File: src/shared/amg_pkg.sv
// package: register map, reset values and carried types of the alias/message/gpio bank
package amg_pkg;

  // register offsets
  localparam logic [7:0] OFS_ALIAS_SLOT6 = 8'h16;
  localparam logic [7:0] OFS_ALIAS_SLOT7 = 8'h17;
  localparam logic [7:0] OFS_MSG_A = 8'h18;
  localparam logic [7:0] OFS_MSG_B = 8'h19;
  localparam logic [7:0] OFS_GPIO_CFG = 8'h1a;

  // values after reset
  localparam logic [7:0] RST_ALIAS = 8'h00;
  localparam logic [7:0] RST_MSG_A = 8'h00;
  localparam logic [7:0] RST_MSG_B = 8'h01;
  localparam logic [7:0] RST_GPIO_CFG = 8'h00;

  // field positions
  localparam int ALIAS_MSB = 7;
  localparam int ALIAS_LSB = 1;
  localparam int GLB_LEVEL_BIT = 7;
  localparam int GLB_FORCE_DIR_BIT = 5;
  localparam int GLB_FORCE_EN_BIT = 4;
  localparam int PIN9_LEVEL_BIT = 3;
  localparam int PIN9_DIR_BIT = 1;
  localparam int PIN9_EN_BIT = 0;

  // a disabled alias slot
  localparam logic [6:0] ALIAS_OFF = 7'h00;

  // resolved pad behaviour
  typedef enum logic [1:0] {
    AMG_PAD_FUNCTIONAL,
    AMG_PAD_TRISTATE,
    AMG_PAD_DRIVE,
    AMG_PAD_INPUT
  } amg_pad_mode_t;

  // register access from the local serial-control slave
  typedef struct packed {
    logic wr;
    logic rd;
    logic [7:0] addr;
    logic [7:0] wdata;
  } amg_reg_req_t;

  // global force controls handed to the other gpio pads
  typedef struct packed {
    logic level;
    logic force_dir;
    logic force_en;
  } amg_global_ctrl_t;

  // result of the alias lookup handed to the link forwarder
  typedef struct packed {
    logic valid;
    logic hit;
    logic slot7;
    logic [6:0] remote_addr;
  } amg_alias_result_t;

endpackage

File: src/rtl/amg_regs.sv
// alias slots 6/7, two message registers and global force / pin 9 gpio control
`timescale 1ns/1ps

// Function
// - alias registers hold a 7-bit alias in bits 7..1 that selects remote targets
// - matched transactions are forwarded with address replaced by that slot's target id
// - an alias field of zero never matches
// - both message registers are plain 8-bit storage without side effects
// - reset loads message b with one, message a and aliases with zero
// - global level drives non-gpio pins while global enable with direction clear selects output
// - global {force_dir,force_en}: 00 functional, 10 tristate, 01 drive, 11 input
// - individual pin direction and enable override the global force pair
// - pin 9 {dir,en}: 00 follows the global pair, 10 tristate, 01 gpio output, 11 gpio input
// - pin 9 drives its local level only when enabled, output and remote off
// - remote control makes the pin an output carrying the remote value
module amg_regs (
  // clock and reset
  input wire logic clock,
  input wire logic rst,
  // register access from the local serial-control slave
  input wire amg_pkg::amg_reg_req_t reg_req,
  output logic [7:0] reg_rdata,
  output logic reg_hit,
  // alias lookup request from the local bus decoder
  input wire logic lookup_valid,
  input wire logic [6:0] lookup_addr,
  input wire logic [6:0] target_id6,
  input wire logic [6:0] target_id7,
  output amg_pkg::amg_alias_result_t lookup_result,
  // pin 9 pad and its sources
  input wire logic pin9_remote_enable,
  input wire logic pin9_remote_level,
  input wire logic pin9_functional_level,
  input wire logic pin9_pad_in,
  output logic pin9_pad_out,
  output logic pin9_pad_oe,
  output logic pin9_sampled,
  output amg_pkg::amg_pad_mode_t pin9_mode,
  // global force controls for the other pads
  output amg_pkg::amg_global_ctrl_t global_ctrl
);

  // register contents
  logic [6:0] remote_target_alias_6;
  logic [6:0] remote_target_alias_7;
  logic [7:0] scratch_message_a;
  logic [7:0] scratch_message_b;
  logic [7:0] global_force_and_pin9_config;
  logic [6:0] next_alias_6;
  logic [6:0] next_alias_7;
  logic [7:0] next_msg_a;
  logic [7:0] next_msg_b;
  logic [7:0] next_gpio_cfg;
  logic [7:0] next_rdata;
  logic next_hit;

  // lookup and pad state
  amg_pkg::amg_alias_result_t next_result;
  amg_pkg::amg_pad_mode_t next_mode;
  logic next_pad_out;
  logic next_pad_oe;
  logic pad_sync1;
  logic pad_sync2;

  // a slot matches only when it is programmed and equal to the address
  function automatic logic alias_match(input logic [6:0] alias_val, input logic [6:0] addr);
    alias_match = (alias_val != amg_pkg::ALIAS_OFF) && (alias_val == addr);
  endfunction

  // a {dir,en} pair turned into a pad behaviour; shared by pin and global decode
  function automatic amg_pkg::amg_pad_mode_t pair_mode(input logic dir, input logic en);
    case ({dir, en})
      2'b00: pair_mode = amg_pkg::AMG_PAD_FUNCTIONAL;
      2'b10: pair_mode = amg_pkg::AMG_PAD_TRISTATE;
      2'b01: pair_mode = amg_pkg::AMG_PAD_DRIVE;
      default: pair_mode = amg_pkg::AMG_PAD_INPUT;
    endcase
  endfunction

  // register writes and read data
  always_comb
  begin
    next_alias_6 = remote_target_alias_6;
    next_alias_7 = remote_target_alias_7;
    next_msg_a = scratch_message_a;
    next_msg_b = scratch_message_b;
    next_gpio_cfg = global_force_and_pin9_config;
    next_rdata = reg_rdata;
    next_hit = 1'b0;
    if (reg_req.wr)
    begin
      case (reg_req.addr)
        amg_pkg::OFS_ALIAS_SLOT6: next_alias_6 = reg_req.wdata[amg_pkg::ALIAS_MSB:amg_pkg::ALIAS_LSB];
        amg_pkg::OFS_ALIAS_SLOT7: next_alias_7 = reg_req.wdata[amg_pkg::ALIAS_MSB:amg_pkg::ALIAS_LSB];
        amg_pkg::OFS_MSG_A: next_msg_a = reg_req.wdata;
        amg_pkg::OFS_MSG_B: next_msg_b = reg_req.wdata;
        amg_pkg::OFS_GPIO_CFG: next_gpio_cfg = reg_req.wdata; // reserved bits 6 and 2 store too
        default: ;
      endcase
    end
    if (reg_req.rd)
    begin
      next_hit = 1'b1;
      case (reg_req.addr)
        amg_pkg::OFS_ALIAS_SLOT6: next_rdata = {remote_target_alias_6, 1'b0};
        amg_pkg::OFS_ALIAS_SLOT7: next_rdata = {remote_target_alias_7, 1'b0};
        amg_pkg::OFS_MSG_A: next_rdata = scratch_message_a;
        amg_pkg::OFS_MSG_B: next_rdata = scratch_message_b;
        amg_pkg::OFS_GPIO_CFG: next_rdata = global_force_and_pin9_config;
        default:
        begin
          next_rdata = 8'h00; // unmapped offsets read as zero
          next_hit = 1'b0;
        end
      endcase
    end
  end

  always_ff @(posedge clock)
  begin
    if (rst)
    begin
      remote_target_alias_6 <= amg_pkg::RST_ALIAS[amg_pkg::ALIAS_MSB:amg_pkg::ALIAS_LSB];
      remote_target_alias_7 <= amg_pkg::RST_ALIAS[amg_pkg::ALIAS_MSB:amg_pkg::ALIAS_LSB];
      scratch_message_a <= amg_pkg::RST_MSG_A;
      scratch_message_b <= amg_pkg::RST_MSG_B;
      global_force_and_pin9_config <= amg_pkg::RST_GPIO_CFG;
      reg_rdata <= 8'h00;
      reg_hit <= 1'b0;
    end
    else
    begin
      remote_target_alias_6 <= next_alias_6;
      remote_target_alias_7 <= next_alias_7;
      scratch_message_a <= next_msg_a;
      scratch_message_b <= next_msg_b;
      global_force_and_pin9_config <= next_gpio_cfg;
      reg_rdata <= next_rdata;
      reg_hit <= next_hit;
    end
  end

  // alias lookup; slot 6 is checked first should both slots hold the same alias
  always_comb
  begin
    next_result = '0;
    next_result.valid = lookup_valid;
    if (lookup_valid && alias_match(remote_target_alias_6, lookup_addr))
    begin
      next_result.hit = 1'b1;
      next_result.remote_addr = target_id6;
    end
    else if (lookup_valid && alias_match(remote_target_alias_7, lookup_addr))
    begin
      next_result.hit = 1'b1;
      next_result.slot7 = 1'b1;
      next_result.remote_addr = target_id7;
    end
  end

  always_ff @(posedge clock)
  begin
    if (rst)
      lookup_result <= '0;
    else
      lookup_result <= next_result;
  end

  // pad control; the pad input is asynchronous so it is synchronised before use
  always_comb
  begin
    logic pin_dir;
    logic pin_en;
    pin_dir = global_force_and_pin9_config[amg_pkg::PIN9_DIR_BIT];
    pin_en = global_force_and_pin9_config[amg_pkg::PIN9_EN_BIT];
    next_pad_out = 1'b0;
    next_pad_oe = 1'b0;
    if (pin9_remote_enable)
    begin
      next_mode = amg_pkg::AMG_PAD_DRIVE;
      next_pad_out = pin9_remote_level;
      next_pad_oe = 1'b1;
    end
    else if ({pin_dir, pin_en} != 2'b00)
    begin
      next_mode = pair_mode(pin_dir, pin_en);
      next_pad_out = global_force_and_pin9_config[amg_pkg::PIN9_LEVEL_BIT];
      next_pad_oe = (next_mode == amg_pkg::AMG_PAD_DRIVE);
    end
    else
    begin
      next_mode = pair_mode(global_force_and_pin9_config[amg_pkg::GLB_FORCE_DIR_BIT],
                            global_force_and_pin9_config[amg_pkg::GLB_FORCE_EN_BIT]);
      next_pad_oe = (next_mode == amg_pkg::AMG_PAD_DRIVE) ||
                    (next_mode == amg_pkg::AMG_PAD_FUNCTIONAL);
      if (next_mode == amg_pkg::AMG_PAD_DRIVE)
        next_pad_out = global_force_and_pin9_config[amg_pkg::GLB_LEVEL_BIT];
      else
        next_pad_out = pin9_functional_level;
    end
  end

  always_ff @(posedge clock)
  begin
    if (rst)
    begin
      pin9_pad_out <= 1'b0;
      pin9_pad_oe <= 1'b0;
      pin9_mode <= amg_pkg::AMG_PAD_FUNCTIONAL;
      pad_sync1 <= 1'b0;
      pad_sync2 <= 1'b0;
      pin9_sampled <= 1'b0;
      global_ctrl <= '0;
    end
    else
    begin
      pin9_pad_out <= next_pad_out;
      pin9_pad_oe <= next_pad_oe;
      pin9_mode <= next_mode;
      pad_sync1 <= pin9_pad_in;
      pad_sync2 <= pad_sync1;
      pin9_sampled <= pad_sync2;
      global_ctrl <= {global_force_and_pin9_config[amg_pkg::GLB_LEVEL_BIT],
                      global_force_and_pin9_config[amg_pkg::GLB_FORCE_DIR_BIT],
                      global_force_and_pin9_config[amg_pkg::GLB_FORCE_EN_BIT]};
    end
  end

endmodule

File: config.mk
export PLATFORM = sky130hd
export DESIGN_NAME = amg_regs
export DESIGN_NICKNAME = d
export VERILOG_FILES = /design/src/shared/amg_pkg.sv /design/src/rtl/amg_regs.sv
export SDC_FILE = /design/constraint.sdc
export NUM_CORES = 1
export LEC_CHECK = 0
export BUFFER_PORTS_ARGS = -buffer_cell sky130_fd_sc_hd__buf_4
export CAP_MARGIN = 20
export CORE_MARGIN = 2
export CORE_UTILIZATION = 53
export CTS_CLUSTER_SIZE = 30
export DETAILED_ROUTE_END_ITERATION = 10
export GPL_TIMING_DRIVEN = 0
export PLACE_DENSITY = 0.78
export SLEW_MARGIN = 0
export SYNTH_ARGS = -nofsm -noshare
export SYNTH_HDL_FRONTEND = slang
export SYNTH_SLANG_ARGS = --single-unit
File: constraint.sdc
create_clock -name clock -period 1.9 [get_ports clock]
set_input_delay 0 -clock clock [delete_from_list [all_inputs] [get_ports clock]]
set_output_delay 0 -clock clock [all_outputs]
set_load 0.1 [all_outputs]
==> flow_summary.html <==
<table>
<tr><th>Metric</th><th>Value</th></tr>
<tr><th colspan="2">Synth</th></tr>
<tr><td>Total nets after synthesis</td><td>between 300 and 400</td></tr>
<tr><td>Cells after synthesis</td><td>between 300 and 400</td></tr>
<tr><td>Share of the yosys chip area belonging to registers</td><td>0.441</td></tr>
<tr><td>Cell accounting for the most synthesized area</td><td>sky130_fd_sc_hd__dfxtp_1</td></tr>
<tr><td>Mean instance size in the synthesized netlist</td><td>roughly 9 sq um</td></tr>
<tr><td>Post-synth design cell area</td><td>about 3000 sq um</td></tr>
<tr><td>Yosys top cell area share</td><td>0.441</td></tr>
<tr><td>Synthesis warning total</td><td>0</td></tr>
<tr><td>Ranking of synthesized cells by area</td><td>sky130_fd_sc_hd__dfxtp_1 (44%), sky130_fd_sc_hd__mux2i_1 (7.9%), sky130_fd_sc_hd__nand2_1 (3.9%)</td></tr>
<tr><td>Yosys reg bits</td><td>67</td></tr>
<tr><td>Distinct cell type count after synthesis</td><td>36</td></tr>
<tr><th colspan="2">Power</th></tr>
<tr><td>Total power consumption of the routed design</td><td>approximately 3.1 mW</td></tr>
<tr><td>Total leakage power</td><td>about 1.6 nW</td></tr>
<tr><td>Peak supply drop</td><td>0.000607 V</td></tr>
<tr><td>Cell area power density</td><td>around 740 nW/um^2</td></tr>
<tr><th colspan="2">Critical path</th></tr>
<tr><td>CP required</td><td>around 2.1 ns</td></tr>
<tr><td>Worst R2R Path Depth</td><td>4</td></tr>
<tr><td>Crit path kind</td><td>in2reg</td></tr>
<tr><td>Worst path arrival time</td><td>roughly 2.0 ns</td></tr>
<tr><td>Startpoint Class</td><td>input port</td></tr>
<tr><td>Crit path capture type</td><td>register</td></tr>
<tr><td>Reg-to-reg startpoint</td><td>remote_target_alias_6[2]</td></tr>
<tr><td>Largest driver fanout on the critical path</td><td>10</td></tr>
<tr><td>Minimum setup slack among reg-to-reg paths</td><td>0.19 ns</td></tr>
<tr><td>RR Endpoint</td><td>lookup_result[5]</td></tr>
<tr><th colspan="2">Placement</th></tr>
<tr><td>Worst slack at placement</td><td>between 0.1 and 0.15 ns</td></tr>
<tr><td>Post-placement cell area</td><td>around 3700 sq um</td></tr>
<tr><td>Count of input and output buffers</td><td>approximately 70</td></tr>
<tr><td>Final HPWL from detailed placement</td><td>6.09 mm</td></tr>
<tr><td># placed instances</td><td>about 480</td></tr>
<tr><td>Routability congestion estimate from global placement</td><td>between 0.8 and 0.9</td></tr>
<tr><th colspan="2">CTS</th></tr>
<tr><td>Maximum root-to-sink buffer count</td><td>2</td></tr>
<tr><td>Clock tree from TritonCTS</td><td>yes</td></tr>
<tr><td>Total setup buffers inserted after CTS</td><td>0</td></tr>
<tr><td>Cell at the root of the clock tree</td><td>sky130_fd_sc_hd__clkbuf_8</td></tr>
<tr><td>Clock edge transition at the registers on the reported setup and hold paths</td><td>~0.080 ns</td></tr>
<tr><td>Number of buffers inserted during clock tree synthesis</td><td>9</td></tr>
<tr><td>Depth of the CTS H-tree</td><td>3</td></tr>
<tr><td>Clk sink count</td><td>67</td></tr>
<tr><td>Clock latency at the later pin of the worst-skew pair</td><td>0.35 ns</td></tr>
<tr><th colspan="2">Timing</th></tr>
<tr><td>Unrepaired setup endpoints after global routing</td><td>false</td></tr>
<tr><td>Final setup fails</td><td>0</td></tr>
<tr><td>Fin. max-slew vios</td><td>0</td></tr>
<tr><td>Setup clock skew after layout</td><td>approximately 0.010 ns</td></tr>
<tr><td>Time the final worst path needs with I/O delays and setup</td><td>~1.8 ns</td></tr>
<tr><td>Pin slew with the least headroom to its limit</td><td>around 0.60 ns</td></tr>
<tr><td>Hold Violations, Final</td><td>0</td></tr>
<tr><td>Max Freq</td><td>about 570 MHz</td></tr>
<tr><td>Sum Neg Setup Slack</td><td>0 ns</td></tr>
<tr><td>Worst relative slew slack</td><td>0.600</td></tr>
<tr><td>Ratio of final minimum period to clock period</td><td>0.924</td></tr>
<tr><td>Worst setup slack after layout</td><td>0.144 ns</td></tr>
<tr><th colspan="2">Final layout</th></tr>
<tr><td>Layout-stage area growth over the synthesis result</td><td>35.0%</td></tr>
<tr><td>Post-route cell area</td><td>between 4000 and 5000 sq um</td></tr>
<tr><td>Ratio of cells with drive above 1 in the final layout</td><td>0.216</td></tr>
<tr><td>Antenna cells</td><td>0</td></tr>
<tr><td>Non-filler instance count after layout</td><td>517</td></tr>
<tr><td>Nets@finish</td><td>between 400 and 500</td></tr>
<tr><th colspan="2">Route</th></tr>
<tr><td>DRC violation count after routing</td><td>0</td></tr>
<tr><td>Routed via count</td><td>around 3000</td></tr>
<tr><td>Detailed Routing Iterations Pass 1</td><td>5</td></tr>
<tr><td>Sum of routed wire length over all layers</td><td>8.59 mm</td></tr>
<tr><td>Number of design-rule violations left by the first detailed-router iteration</td><td>177</td></tr>
<tr><td>Detailed-route vias per instance</td><td>between 5 and 6</td></tr>
<tr><td>Remaining antenna violation count</td><td>0</td></tr>
<tr><td>Average routed wire per standard cell</td><td>roughly 17 um</td></tr>
<tr><th colspan="2">Outcome</th></tr>
<tr><td>Outcome</td><td>complete, no violations</td></tr>
<tr><th colspan="2">Die</th></tr>
<tr><td>Initial Utilization</td><td>0.549</td></tr>
<tr><td>Die Footprint</td><td>6360 sq um</td></tr>
<tr><td>Placeable core region</td><td>5540 sq um</td></tr>
<tr><td>Chip Height</td><td>about 80 um</td></tr>
<tr><td>Standard-cell rows</td><td>27</td></tr>
<tr><td>Num ports</td><td>73</td></tr>
<tr><td>Die outline width</td><td>between 70 and 80 um</td></tr>
<tr><th colspan="2">Global route</th></tr>
<tr><td>Initial antenna violation count</td><td>0</td></tr>
<tr><td>Overall overflow remaining after global route</td><td>0</td></tr>
<tr><td>Largest net degree at the start of global routing</td><td>12</td></tr>
<tr><td>Vias in the first global route</td><td>2773</td></tr>
<tr><td>Wire length of the first global-routing pass</td><td>13.4 mm</td></tr>
<tr><td>Overall routing resource usage</td><td>0.281</td></tr>
<tr><th colspan="2">Hold path</th></tr>
<tr><td>Cell depth of the worst min-delay path</td><td>4</td></tr>
<tr><td>Min-delay worst type</td><td>in2reg</td></tr>
<tr><td>Hold-critical path endpoint</td><td>lookup_result[3]</td></tr>
<tr><td>Worst hold path startpoint</td><td>target_id6[3]</td></tr>
<tr><th colspan="2">Job</th></tr>
<tr><td>Max-capacitance violation count</td><td>0</td></tr>
</table>
==> cells in the mapped netlist (all sizes together) <==
master,number
nor4,3
nor2,29
nor2b,9
nand2b,12
nand3b,2
dfxtp,67
a21oi,19
or4,2
and3,1
inv,2
nor4b,9
or4b,1
a31oi,2
buf,5
and2,2
nor3,11
a21boi,2
a22oi,7
clkbuf,18
o21bai,8
xnor2,13
nor3b,1
o21ai,8
mux2i,24
a2111oi,7
nand2,32
a41oi,5
a211o,4
nand3,20
a31o,8
nand4,4
==> layout by cell type (no fill, tap or decap), types with 7 or more instances in the layout <==
cell                            instances
sky130_fd_sc_hd__nand2_1               32
sky130_fd_sc_hd__a21oi_1               19
sky130_fd_sc_hd__buf_4                 72
sky130_fd_sc_hd__dfxtp_1               67
sky130_fd_sc_hd__o21bai_1               8
sky130_fd_sc_hd__nand3_1               20
sky130_fd_sc_hd__nor2_1                29
sky130_fd_sc_hd__clkbuf_1              17
sky130_fd_sc_hd__nor3_1                 8
sky130_fd_sc_hd__nor4b_1                8
sky130_fd_sc_hd__a22oi_1                7
sky130_fd_sc_hd__a31o_1                 8
sky130_fd_sc_hd__nand2b_1              12
sky130_fd_sc_hd__mux2i_1               24
sky130_fd_sc_hd__clkbuf_8              12
sky130_fd_sc_hd__nor2b_1                9
sky130_fd_sc_hd__dlygate4sd3_1         22
sky130_fd_sc_hd__xnor2_1               13
sky130_fd_sc_hd__a2111oi_0              7
sky130_fd_sc_hd__o21ai_0                8
==> layout make-up <==
type	instances	area, sq um
clock buffers	12	165
clock inverters	3	46.3
plain buffers	22	98.8
fillers	442	1430
well taps	72	90.1
inverters	2	7.51
repair buffers	94	761
multi-input cells	245	1600
flip-flops and latches	67	1340
==> metal layers <==
layer	share of wire	wire [um]	vias up	global-route usage
li1	-	-	1420	-
met1	0.42	3570	1396	0.335
met2	0.49	4200	116	0.483
met3	0.066	563	26	0.0701
met4	0.030	257	0	0.110
met5	0	0	-	0
==> how the worst max path moves through the flow <==
stage                                   startpoint                         endpoint  cells after the start
after floorplan           remote_target_alias_6[0]                 lookup_result[0]                      5
after global placement    remote_target_alias_7[6]                 lookup_result[0]                      4
after detailed placement               reg_req[15]  global_force_and_pin9_config[3]                      6
after CTS                 remote_target_alias_7[6]                 lookup_result[5]                      4
after global routing                           rst             scratch_message_b[7]                      6
final                                          rst  global_force_and_pin9_config[2]                      6
==> cells by family (layout without fill, tap and decap cells) <==
family | Yosys count | in the layout | synth area share
xor gates and xnor gates | 13 | 13 | 0.0374
buffers and inverters | 25 | 133 | 0.0362
muxes | 24 | 24 | 0.0789
and+or+nand+nor | 138 | 138 | 0.247
AOI/OAI and AO/OA | 70 | 70 | 0.160
DFF | 67 | 67 | 0.441
==> state kept, by name, indices dropped and copies added, names as in the netlist <==
register and flops:
lookup_result 10, global_force_and_pin9_config 8, reg_rdata 8, scratch_message_a 8, scratch_message_b 8, remote_target_alias_6 7, remote_target_alias_7 7, global_ctrl 3
pin9_mode 2, pad_sync1 1, pad_sync2 1, pin9_pad_oe 1, pin9_pad_out 1, pin9_sampled 1, reg_hit 1
==> power by group <==
group	total, mW	internal, mW	switching (mW)
clock network	1.25	0.708	0.540
logic	0.383	0.151	0.232
registers	1.43	1.42	0.00787
total	3.06	2.28	0.780
==> worst max-delay path, cell delays in order <==
cell and delay, ns:
sky130_fd_sc_hd__dlygate4sd3_1 0.54, sky130_fd_sc_hd__buf_4 0.12, sky130_fd_sc_hd__clkbuf_1 0.35, sky130_fd_sc_hd__clkbuf_1 0.36
sky130_fd_sc_hd__clkbuf_1 0.49, sky130_fd_sc_hd__nor2_1 0.11
==> what timing repair did <==
item                       4_1_cts  5_1_grt
hold endpoints to repair        52        0
hold buffers                    22        0
setup endpoints to repair        0        9
resized for setup                0        1
==> stage by stage <==
step,util,hold WS [ns]
final,0.741,0.0932
after global routing,0.741,0.109
after CTS,0.741,0.0883
after detailed placement,0.663,0.198
after global placement,0.663,0.197
after floorplan,-,0.0768
(Power assumes the default switching activity.)
